### config.mk
export PLATFORM = sky130hd
export DESIGN_NAME = timer_input_debounce_control
export DESIGN_NICKNAME = d
export VERILOG_FILES = /design/src/rtl/timer_input_pkg.sv /design/src/rtl/noise_filter.sv /design/src/rtl/timer_input_debounce_control.sv
export VERILOG_INCLUDE_DIRS = /design/src /design/src/rtl
export SDC_FILE = /design/constraint.sdc
export NUM_CORES = 1
export LEC_CHECK = 0
export ABC_AREA = 1
export BUFFER_PORTS_ARGS = -buffer_cell sky130_fd_sc_hd__buf_4
export CAP_MARGIN = 0
export CORE_ASPECT_RATIO = 2
export CORE_UTILIZATION = 53
export DETAILED_ROUTE_END_ITERATION = 10
export HOLD_SLACK_MARGIN = 0.05
export PLACE_DENSITY_LB_ADDON = 0.3
export SYNTH_ARGS = -nofsm -noshare
export SYNTH_HDL_FRONTEND = slang
export SYNTH_HIERARCHICAL = 1
export SYNTH_SLANG_ARGS = --single-unit
### constraint.sdc
create_clock -name i_clk -period 3.9 [get_ports i_clk]
set_clock_uncertainty 0.1 [all_clocks]
set_input_delay 0.585 -clock i_clk [delete_from_list [all_inputs] [get_ports i_clk]]
set_output_delay 0.585 -clock i_clk [all_outputs]
set_load 0.005 [all_outputs]
### src/rtl/timer_input_cfg.svh
// What this block does
// - Switching from clock to timer waits for a four-character confirmation word before it applies.
// - A sensor kind setting selects open collector, low volt range, high volt range, proximity or contact.
// - Three noise rejection levels exist and the applied time depends on level and sensor kind.
// - A contact input level is accepted after 1600us default, 3200us heavy or 400us light.
// - Any other input level is accepted after 40us default, 350us heavy or 5us light.
// - With repeat cycling off the secondary display shows the set time or is off.
// - With repeat cycling on it shows cycle total and number, and counts the delay down to zero.
// - With repeat cycling on, a status label shows briefly, periodically, or the display is off.
// - The cycle total is left off the secondary display when repetition is continuous.
// - Repeat count runs up to 99 periods, or continuous, with a delay between periods.
// - Timing starts and stops from the conditioned input or from the panel buttons.
// - Voltage inputs start on high and stop on low, or the reverse; under panel control the start and stop buttons do so.
// - Contact and open collector inputs start on open and stop on closed, or the reverse.
// - Start commands are ignored while the set time is zero.
`ifndef TIMER_INPUT_CFG_SVH
`define TIMER_INPUT_CFG_SVH

`define CLK_PERIOD_NS        10
`define DB_CONTACT_DEF_US    1600
`define DB_CONTACT_HEAVY_US  3200
`define DB_CONTACT_LIGHT_US  400
`define DB_OTHER_DEF_US      40
`define DB_OTHER_HEAVY_US    350
`define DB_OTHER_LIGHT_US    5
`define US_TO_CYC(us)        (((us) * 1000 + `CLK_PERIOD_NS - 1) / `CLK_PERIOD_NS)
`define MS_TO_CYC(ms)        (((ms) * 64'd1000000) / `CLK_PERIOD_NS)
`define LABEL_HOLD_MS        1000
`define LABEL_PERIOD_MS      5000
`define MAX_REPEAT           7'h63
`define CONFIRM_DIGITS       3'h4
`define CONFIRM_WORD_RST     32'h53757245
`define RESET_IS_TIMER       1'b1

`endif

### src/rtl/timer_input_pkg.sv
package timer_input_pkg;

    typedef enum logic [2:0] {
        OPEN_COLLECTOR_SEL,
        VOLT_RANGE_LOW_SEL,
        VOLT_RANGE_HIGH_SEL,
        PROXIMITY_SEL,
        CONTACT_SEL
    } sensor_kind_t;

    typedef enum logic [1:0] {
        NOISE_DEFAULT,
        NOISE_HEAVY,
        NOISE_LIGHT
    } noise_level_t;

    // mode 0 is set time (repeat off) or brief label (repeat on)
    typedef enum logic [1:0] {
        DISP_PRIMARY,
        DISP_PERIODIC_LABEL,
        DISP_OFF
    } display_mode_t;

    typedef enum logic {
        RUN_OPTION_1,
        RUN_OPTION_2
    } run_option_t;

    typedef struct packed {
        logic show_set_time;
        logic show_cycle_num;
        logic show_cycle_total;
        logic show_delay_count;
        logic show_label;
        logic blank;
    } disp_view_t;

    typedef struct packed {
        logic       repeat_cycle_function;
        logic [6:0] cycle_count;
        logic       in_delay;
        logic       period_start;
    } repeat_status_t;

endpackage : timer_input_pkg

### src/rtl/noise_filter.sv
`timescale 1ns/100ps
`include "timer_input_cfg.svh"
module noise_filter #(
    parameter int CNT_W = 19
) (
    // clock and reset
    input  wire logic             i_clk,
    input  wire logic             i_rst,
    // raw sample and required run length
    input  wire logic             i_sample,
    input  wire logic [CNT_W-1:0] i_need,
    // accepted level
    output logic                  o_level
);
    logic [CNT_W-1:0] run_reg;

    // count cycles the sample differs from the accepted level
    always_ff @(posedge i_clk)
    begin
        if (i_rst)
        begin
            run_reg <= '0;
            o_level <= 1'b0;
        end
        else if (i_sample == o_level)
        begin
            run_reg <= '0; // early return restarts the count
        end
        else if (run_reg >= i_need - 1'b1)
        begin
            o_level <= i_sample; // held long enough
            run_reg <= '0;
        end
        else
        begin
            run_reg <= run_reg + 1'b1;
        end
    end

    filter_hold_a: assert property (@(posedge i_clk) disable iff (i_rst)
        $changed(o_level) |-> $past(run_reg) >= $past(i_need) - 1'b1
                              && $past(i_sample) == o_level)
        else $error("level accepted before the required run");

    filter_restart_a: assert property (@(posedge i_clk) disable iff (i_rst)
        (i_sample == o_level) |=> run_reg == '0)
        else $error("run count not restarted on level return");

endmodule : noise_filter

### src/rtl/timer_input_debounce_control.sv
`timescale 1ns/100ps
`include "timer_input_cfg.svh"
module timer_input_debounce_control
    import timer_input_pkg::*;
#(
    parameter int unsigned CNT_W         = 19,
    parameter int unsigned DB_C_DEF_CYC  = `US_TO_CYC(`DB_CONTACT_DEF_US),
    parameter int unsigned DB_C_HVY_CYC  = `US_TO_CYC(`DB_CONTACT_HEAVY_US),
    parameter int unsigned DB_C_LGT_CYC  = `US_TO_CYC(`DB_CONTACT_LIGHT_US),
    parameter int unsigned DB_O_HVY_CYC  = `US_TO_CYC(`DB_OTHER_HEAVY_US),
    parameter int unsigned LABEL_HOLD    = 32'(`MS_TO_CYC(`LABEL_HOLD_MS)),
    parameter int unsigned LABEL_PERIOD  = 32'(`MS_TO_CYC(`LABEL_PERIOD_MS)),
    parameter logic [31:0] CONFIRM_WORD  = `CONFIRM_WORD_RST
) (
    // clock and reset
    input  wire logic          i_clk,
    input  wire logic          i_rst,
    // function change menu
    input  wire logic          i_select_timer,
    input  wire logic          i_select_clock,
    input  wire logic          i_digit_valid,
    input  wire logic [7:0]    i_digit,
    input  wire logic          i_enter,
    output logic               o_timer_function_value,
    output logic               o_menu_return,
    // input conditioning
    input  wire logic          i_sensor_level,
    input  sensor_kind_t       i_sensor_kind_select,
    input  noise_level_t       i_noise_reject_level,
    output logic               o_accepted_level,
    // run control
    input  run_option_t        i_run_control_select,
    input  wire logic          i_panel_control,
    input  wire logic          i_btn_start,
    input  wire logic          i_btn_stop,
    input  wire logic          i_timer_done,
    input  wire logic [19:0]   i_set_time,
    output logic               o_run,
    // secondary display
    input  display_mode_t      i_secondary_display_mode,
    input  repeat_status_t     i_repeat,
    output disp_view_t         o_view,
    output logic [6:0]         o_cycle_total
);
    typedef enum {FN_CLOCK, FN_CONFIRM, FN_WAIT_ENTER, FN_TIMER} fn_state_t;

    fn_state_t        fn_reg;
    logic [31:0]      word_reg;
    logic [2:0]       digits_reg;
    logic [CNT_W-1:0] need;
    logic             contact_like;
    logic             want_run;
    logic             want_reg;
    logic             zero_set;
    logic [31:0]      label_cnt_reg;
    logic             label_on;
    logic [6:0]       total_eff;
    disp_view_t       view_next;

    // function change: timer needs the word typed in before it applies
    always_ff @(posedge i_clk)
    begin
        if (i_rst)
        begin
            fn_reg        <= `RESET_IS_TIMER ? FN_TIMER : FN_CLOCK;
            word_reg      <= 32'h00000000;
            digits_reg    <= 3'h0;
            o_menu_return <= 1'b0;
        end
        else
        begin
            o_menu_return <= 1'b0;
            case (fn_reg)
                FN_CLOCK:
                    if (i_select_timer)
                    begin
                        fn_reg     <= FN_CONFIRM;
                        word_reg   <= 32'h00000000;
                        digits_reg <= 3'h0;
                    end
                FN_CONFIRM:
                    if (i_digit_valid)
                    begin
                        word_reg   <= {word_reg[23:0], i_digit}; // digit by digit
                        digits_reg <= digits_reg + 3'h1;
                        if (digits_reg == `CONFIRM_DIGITS - 3'h1)
                            fn_reg <= FN_WAIT_ENTER;
                    end
                FN_WAIT_ENTER:
                    if (i_enter)
                    begin
                        // a wrong word leaves the instrument a clock
                        fn_reg        <= (word_reg == CONFIRM_WORD) ? FN_TIMER : FN_CLOCK;
                        o_menu_return <= 1'b1;
                    end
                FN_TIMER:
                    if (i_select_clock)
                        fn_reg <= FN_CLOCK;
                default:
                    fn_reg <= FN_CLOCK;
            endcase
        end
    end

    assign o_timer_function_value = (fn_reg == FN_TIMER);

    fn_confirm_a: assert property (@(posedge i_clk) disable iff (i_rst)
        $rose(o_timer_function_value) |-> $past(fn_reg) == FN_WAIT_ENTER
                                          && $past(word_reg) == CONFIRM_WORD
                                          && o_menu_return)
        else $error("timer function applied without confirmation");

    // required run length from sensor kind and rejection level
    always_comb
    begin
        need = CNT_W'(`US_TO_CYC(`DB_OTHER_DEF_US));
        if (i_sensor_kind_select == CONTACT_SEL)
        begin
            case (i_noise_reject_level)
                NOISE_HEAVY: need = CNT_W'(DB_C_HVY_CYC);
                NOISE_LIGHT: need = CNT_W'(DB_C_LGT_CYC);
                default:     need = CNT_W'(DB_C_DEF_CYC);
            endcase
        end
        else
        begin
            case (i_noise_reject_level)
                NOISE_HEAVY: need = CNT_W'(DB_O_HVY_CYC);
                NOISE_LIGHT: need = CNT_W'(`US_TO_CYC(`DB_OTHER_LIGHT_US));
                default:     need = CNT_W'(`US_TO_CYC(`DB_OTHER_DEF_US));
            endcase
        end
    end

    contact_time_a: assert property (@(posedge i_clk) disable iff (i_rst)
        (i_sensor_kind_select == CONTACT_SEL && i_noise_reject_level == NOISE_DEFAULT)
        |-> need == CNT_W'(DB_C_DEF_CYC))
        else $error("contact default run length wrong");

    other_time_a: assert property (@(posedge i_clk) disable iff (i_rst)
        (i_sensor_kind_select != CONTACT_SEL && i_noise_reject_level == NOISE_LIGHT)
        |-> need == CNT_W'(`US_TO_CYC(`DB_OTHER_LIGHT_US)))
        else $error("non contact light run length wrong");

    // comparator output already carries the threshold hysteresis
    noise_filter #(
        .CNT_W (CNT_W)
    ) u_filter (
        .i_clk    (i_clk),
        .i_rst    (i_rst),
        .i_sample (i_sensor_level),
        .i_need   (need),
        .o_level  (o_accepted_level)
    );

    // high accepted level is open contact or low sensor current
    assign contact_like = (i_sensor_kind_select == CONTACT_SEL)
                       || (i_sensor_kind_select == OPEN_COLLECTOR_SEL)
                       || (i_sensor_kind_select == PROXIMITY_SEL);
    // option 1: voltage high starts contact open starts
    assign want_run = o_accepted_level ^ (i_run_control_select == RUN_OPTION_2);
    assign zero_set = (i_set_time == 20'h00000);

    // run state; an input edge is a command, so a held level cannot restart a done timer
    always_ff @(posedge i_clk)
    begin
        if (i_rst)
        begin
            o_run    <= 1'b0;
            want_reg <= 1'b0;
        end
        else
        begin
            want_reg <= want_run;
            if (i_timer_done)
                o_run <= 1'b0;
            else if (i_panel_control) // buttons drive the timer
            begin
                if (i_btn_stop)
                    o_run <= 1'b0;
                else if (i_btn_start && !zero_set)
                    o_run <= 1'b1;
            end
            else if (want_run && !want_reg && !zero_set)
                o_run <= 1'b1;
            else if (!want_run && want_reg)
                o_run <= 1'b0;
        end
    end

    zero_set_a: assert property (@(posedge i_clk) disable iff (i_rst)
        $rose(o_run) |-> $past(i_set_time) != 20'h00000)
        else $error("timer started with zero set time");

    volt_start_a: assert property (@(posedge i_clk) disable iff (i_rst)
        (!i_panel_control && !contact_like && i_run_control_select == RUN_OPTION_1
         && $rose(o_accepted_level) && !zero_set && !i_timer_done) |=> o_run)
        else $error("voltage high did not start timing");

    contact_stop_a: assert property (@(posedge i_clk) disable iff (i_rst)
        (!i_panel_control && contact_like && i_run_control_select == RUN_OPTION_1
         && $fell(o_accepted_level)) |=> !o_run)
        else $error("closed contact did not stop timing");

    // label timer restarts on every cycle or delay period
    always_ff @(posedge i_clk)
    begin
        if (i_rst || i_repeat.period_start)
            label_cnt_reg <= 32'h00000000;
        else if (i_secondary_display_mode == DISP_PERIODIC_LABEL
                 && label_cnt_reg >= LABEL_PERIOD - 1)
            label_cnt_reg <= 32'h00000000; // periodic wrap
        else if (label_cnt_reg < LABEL_PERIOD)
            label_cnt_reg <= label_cnt_reg + 32'h00000001; // brief mode saturates
    end

    assign label_on = label_cnt_reg < LABEL_HOLD;
    // counts above the limit are clamped; zero means continuous
    assign total_eff = (i_repeat.cycle_count > `MAX_REPEAT) ? `MAX_REPEAT
                                                             : i_repeat.cycle_count;

    // what the secondary display carries
    always_comb
    begin
        view_next = '0;
        if (i_secondary_display_mode == DISP_OFF)
            view_next.blank = 1'b1;
        else if (!i_repeat.repeat_cycle_function)
            view_next.show_set_time = 1'b1;
        else
        begin
            view_next.show_cycle_num   = !i_repeat.in_delay;
            view_next.show_cycle_total = !i_repeat.in_delay && total_eff != 7'h00;
            view_next.show_delay_count = i_repeat.in_delay;
            view_next.show_label       = label_on;
        end
    end

    // display outputs registered
    always_ff @(posedge i_clk)
    begin
        if (i_rst)
        begin
            o_view        <= '0;
            o_cycle_total <= 7'h00;
        end
        else
        begin
            o_view        <= view_next;
            o_cycle_total <= total_eff;
        end
    end

    repeat_off_a: assert property (@(posedge i_clk) disable iff (i_rst)
        (!i_repeat.repeat_cycle_function && i_secondary_display_mode != DISP_OFF)
        |=> o_view.show_set_time && !o_view.show_cycle_num && !o_view.show_label)
        else $error("repeat off view not set time");

    no_total_a: assert property (@(posedge i_clk) disable iff (i_rst)
        o_view.show_cycle_total |-> o_cycle_total != 7'h00 && o_cycle_total <= `MAX_REPEAT)
        else $error("cycle total shown for continuous repetition");

    delay_view_a: assert property (@(posedge i_clk) disable iff (i_rst)
        (i_repeat.repeat_cycle_function && i_repeat.in_delay
         && i_secondary_display_mode != DISP_OFF)
        |=> o_view.show_delay_count && !o_view.show_cycle_num)
        else $error("delay countdown not shown");

endmodule : timer_input_debounce_control

======== Word level (Yosys, flattened, before mapping) ========
Index checks and enable logic that the tools add are counted.
operators by class
  bitwise gates (word level) .............. 4
  add/subtract/negate cells ............... 4
  multiply operators ...................... 0
  div/mod/pow operators ................... 0
  multiplexer cells ....................... 25
  shift-type cells ........................ 0
  reductions and logical operators ........ 26
  $lt $le $gt $ge ......................... 5
  eq/ne operators ......................... 18
operators by type and width
  cell                                                                                    count
  32-bit two-way mux                                                                      7
  32-bit one-hot mux with 4 select lines                                                  1
  32-bit by 2-bit == test with 1-bit output (second input constant)                       2
  32-bit one-hot mux with 2 select lines                                                  1
  19-bit one-hot mux with 2 select lines                                                  1
  32-bit by 1-bit adder with 32-bit output (second input constant)                        1
  32-bit by 1-bit == test with 1-bit output (second input constant)                       1
  32-bit by 3-bit == test with 1-bit output (second input constant)                       1
  32-bit by 31-bit == test with 1-bit output (second input constant)                      1
  32-bit by 29-bit greater-or-equal comparator with 1-bit output (second input constant)  1
  32-bit zero test                                                                        1
  32-bit by 27-bit < comparator with 1-bit output (second input constant)                 1
  32-bit by 29-bit < comparator with 1-bit output (second input constant)                 1
  16-bit one-hot mux with 2 select lines                                                  1
  20-bit zero test                                                                        1
  19-bit by 1-bit adder with 19-bit output (second input constant)                        1
  19-bit greater-or-equal comparator                                                      1
  19-bit two-way mux                                                                      1
  19-bit by 1-bit subtractor with 19-bit output (second input constant)                   1
  2-bit inequality test (second input constant)                                           5
  1-bit two-way mux                                                                       8
  2-bit OR reduction                                                                      4
  7-bit > comparator (second input constant)                                              1
  7-bit two-way mux                                                                       1
  22 further kinds                                                                        37
storage, ports and cells
  latch bits .............................. 0
  output and inout port bits .............. 17
  logic and storage cells ................. 98
  memory bits (read-only) ................. 0
  bits in writable memories ............... 0
  bits in registers ....................... 135
  memories ................................ 0

======== Longest topological paths before layout ========
  word-level depth ........................ 6
  gate-level depth with buffers ........... 25

======== Cells and area by module ========
The synthesis kept the hierarchy.
modules (own cells, without submodules)
  module                        times used  cells an instance  area an instance (µm²)
  timer_input_debounce_control  1           702                4,520.6
  noise_filter                  1           262                1,809.2

======== Worst setup path before layout ========
Ideal clock, no wire load.
  path kind ............................... input port to flip-flop
  start point ............................. in i_sensor_kind_select[1]
  end point ............................... reg u_filter.run_reg[2]
  slack ................................... 0.416 ns
  library setup time ...................... 0.116 ns
  data arrival time ....................... 3.268 ns
  cell stages on the path ................. 20
  path through ............................ nor2_1 nand2_1 nor2_1 nor2_1 nor2_1 nand2_1 nor4_1 nand2_1 xor2_1 ha_1 nand2_1 nor2_1 nand2_1 nor2_1 nand2_1 nand2_1 nor2_4 nand4_4 buf_4 nor2_1
between the ends
  word-level cells in the longest chain between the ends .. 5
ends and longest elaborated chain
  what                                           RTL line                             RTL
  start, declared                                timer_input_debounce_control.sv:28   input sensor_kind_t i_sensor_kind_select,
  3-bit == test                                  -
  19-bit two-way mux                             timer_input_debounce_control.sv:117  if (i_sensor_kind_select == CONTACT_SEL)
  net need[5]                                    timer_input_debounce_control.sv:50   logic [CNT_W-1:0] need;
  19-bit by 1-bit subtractor with 19-bit output  noise_filter.sv:29                   else if (run_reg >= i_need - 1'b1)
  19-bit greater-or-equal comparator             noise_filter.sv:29
  3-bit OR reduction (no source line)            -
  end signal, assigned                           noise_filter.sv:36                   run_reg <= run_reg + 1'b1;
  end, declared                                  noise_filter.sv:15                   logic [CNT_W-1:0] run_reg;
The timed path passes the listed nets, and every way through them passes these cells.
A chain may end at the register's enable or synchronous reset.

======== Worst setup path in the final report ========
  start point ............................. in i_sensor_kind_select[1]
  end point ............................... reg u_filter.run_reg[8]
The elaborated chain is that of the path after synthesis.

==> results.json <==
{
  "status": "complete, no violations",
  "holdPathStages": 2,
  "worst_setup_path_end_kind": "flop",
  "crit_path_start_kind": "input port",
  "p_seq_share_pct": 47.3,
  "setup_viol": 0,
  "tightestPinTransition_ps": 755,
  "critPathBufInv": 4,
  "clk_latency_ps": 350,
  "worstSetupPathType": "in -> reg",
  "path_max_fanout": 19,
  "grt_antenna_before_repair": 0,
  "ys_ff_latch": 105,
  "synth_edf_count": 0,
  "synth_flop_cell": "dfxtp_1",
  "fin_crit_sh_pct": 89.8,
  "post_cts_buffers": 0,
  "cts_root_buffer": "clkbuf_16",
  "ctsHoldBuffers": 0,
  "slowest_stage": "nor4_1",
  "clock-sinks": 105,
  "hold_viol_final": 0,
  "placed_cells": 1164,
  "place_congestion": 0.902,
  "dieWidth_um": 79.3,
  "max_cap_viol_count": 0,
  "final_nets": 1113,
  "design_area_mm2": 0.00720,
  "swShare_pct": 29.9,
  "antennaDiodeCount": 0,
  "p_per_area_mw_per_mm2": 342,
  "place_area_mm2": 0.00692,
  "rrSetupSlack_ps": 1460,
  "p_switching_mw": 0.738,
  "port_buffers": 73,
  "comb_power_share_pct": 18.4,
  "hold_slack_ps": 301,
  "r2r_start": "label_cnt_reg[8]",
  "area_growth_pct": 13.8,
  "layout_common_cells": "nand2_1 (236), nor2_1 (169), inv_1 (118)",
  "grt_overflow_total": 0,
  "cts_max_path_buffers": 2,
  "first_iter_violations": 285,
  "die_area_mm2": 0.0124,
  "cp_top_family": "simple AND/OR/NAND/NOR gates",
  "n_fill_cell": 1154,
  "coreArea_mm2": 0.0117,
  "crit_path_max_incr_delay_ps": 360,
  "start_util_pct": 54.1,
  "cp_common_cell": "nor2_1",
  "p_int_mw": 1.73,
  "p_leak_nw": 3.05,
  "crit_required_ps": 4030,
  "drc": 0,
  "io_pins": 74,
  "finalWirelength_um": 15300,
  "reg2reg_to": "label_cnt_reg[28]",
  "synthesis.area_mm2": 0.00633,
  "cts_tree": "built",
  "cts.clk_slew.worst_paths_ps": 70,
  "max-slew-margin-rel_pct": 49.5,
  "hp-class": "in -> reg",
  "place.detailed.hpwl_um": 11800,
  "num_vias": 6095,
  "rr_worst_depth": 9,
  "final_common_cell": "nand2_1",
  "finalCriticalPeriod_ps": 3500,
  "syn_avg_cell_area_um2": 6.57,
  "finalNonFillerCells": 1180,
  "synth-seq-area-share_pct": 33.2,
  "syn_inst": 964,
  "holdPathEnd": "o_view[4]",
  "cp.arrival_ps": 3630,
  "fin_tns_setup_ps": 0,
  "worstPathCellList": "buf_4 > nor2_1 > nand2_1 > inv_1 > nor2_1 > a21oi_1 > inv_1 > nor2_1 > nand2_1 > nor4_1 > xor2_1 > ha_1 > inv_1 > nor2_1 > nand2_1 > nor2_1 > nand2_1 > nand2_1 > nor2_4 > nand4_4 > nor2_1",
  "cp_num_cells": 21,
  "cts_buffers": 9,
  "num_rows": 56,
  "viasPerCell": 5.17,
  "cts_resized": 0,
  "drive_above_1_share_pct": 12.2,
  "final_max_slew_viol_count": 0,
  "fmax_mhz": 285,
  "grt_pass1_vias": 5801,
  "track_usage_pct": 25.8,
  "die_y_um": 157,
  "pwr-share-clk_pct": 34.3,
  "grt_pass1_wl_um": 25000,
  "hp-start": "i_repeat[1]",
  "drt_first_pass_iters": 7,
  "htree_levels": 3,
  "grt_max_degree": 47,
  "synthArstFlopShare_pct": 0,
  "synth_cell_type_count": 35,
  "wire_per_inst_um": 13.0,
  "ant_nets": 0,
  "yosysWarnings": 6,
  "rsz0062_at_grt": "no",
  "vdd_ir_drop_max_uv": 406
}
[synthesized netlist by cell type (2+ instances only)]
cell | count | area, µm²
nor2_2 | 7 | 43.8
nor2_4 | 6 | 67.6
buf_6 | 9 | 101
nor4_1 | 7 | 43.8
ha_1 | 26 | 325
xor2_1 | 24 | 210
buf_2 | 8 | 40.0
inv_2 | 3 | 11.3
nand2_4 | 2 | 22.5
nand4_1 | 23 | 144
xnor2_1 | 16 | 140
a211oi_1 | 7 | 52.6
dfxtp_1 | 105 | 2100
nand2_1 | 236 | 886
a21oi_1 | 47 | 235
nand3_1 | 85 | 425
clkbuf_1 | 7 | 26.3
o21a_1 | 2 | 15.0
o21ai_0 | 11 | 55.1
nor2_1 | 170 | 638
nand2_2 | 7 | 43.8
nor3_1 | 21 | 105
inv_1 | 118 | 443
nand3b_1 | 3 | 22.5
buf_4 | 4 | 30.0
[through the flow]
step / power, mW / utilization, % / setup slack, ps
finish: 2.46 / 61.6 / 396
global route: 2.59 / 61.6 / 88.8
CTS: 2.48 / 61.6 / 437
detailed placement: 1.64 / 59.2 / 86.7
global placement: 1.64 / 59.2 / 176
floorplan: 1.50 / - / 416
[worst register-to-register path, cell delays in order, from the launching register on]
cell and delay, ps:
dfxtp_1 420, nor2_1 120, o21ai_0 310, nand2_1 120
nand2_1 120, nand2_2 440, nand2_4 430, nor2_1 110
nor2_1 100, nor2_1 50
[how the worst max path moves through the flow]
stage | to | slack (ps) | start
2_1_floorplan | u_filter/run_reg[2] | 420 | i_sensor_kind_select[1]
3_3_place_gp | u_filter/run_reg[2] | 180 | i_noise_reject_level[0]
3_5_place_dp | u_filter/run_reg[8] | 90 | i_sensor_kind_select[2]
4_1_cts | u_filter/run_reg[5] | 440 | i_sensor_kind_select[2]
5_1_grt | u_filter/run_reg[13] | 90 | i_sensor_kind_select[1]
6_report | u_filter/run_reg[8] | 400 | i_sensor_kind_select[1]
[final cells by class]
class / instances / area [µm²] / area share [%]
clock buffer: 9 / 225 / 3.13
sequential: 105 / 2100 / 29.2
inverter: 121 / 454 / 6.31
clock inverter: 7 / 53.8 / 0.747
tap: 145 / 181 / 2.52
multi-input combinational: 714 / 3590 / 49.9
timing repair buffer: 79 / 593 / 8.23
[power groups by stage]
stage / logic, mW / clock network, mW / registers (mW)
detailed placement: 0.452 / 0 / 1.19
global placement: 0.449 / 0 / 1.19
global route: 0.504 / 0.914 / 1.17
floorplan: 0.323 / 0 / 1.17
CTS: 0.455 / 0.858 / 1.16
finish: 0.453 / 0.846 / 1.16
[per-layer routing]
metal / global-route usage, % / part of all wire, %
met1: 21.8 / 35
met2: 51.7 / 56
met3: 4.61 / 2.6
met4: 17.0 / 6.1
met5: 0 / 0
[cells by family (layout without fill, tap and decap cells)]
kind of cell | Yosys count | after routing | synth area share (%)
AO/OA/AOI/OAI | 69 | 69 | 5.89
adder cells (fa/ha/maj) | 26 | 26 | 5.14
flip-flops | 105 | 105 | 33.2
buffers and inverters | 149 | 216 | 10.3
other | 1 | 5 | 0.0592
XOR/XNOR | 40 | 40 | 5.53
AND/OR/NAND/NOR | 574 | 574 | 39.9
Power figures use the tool's default switching activity.
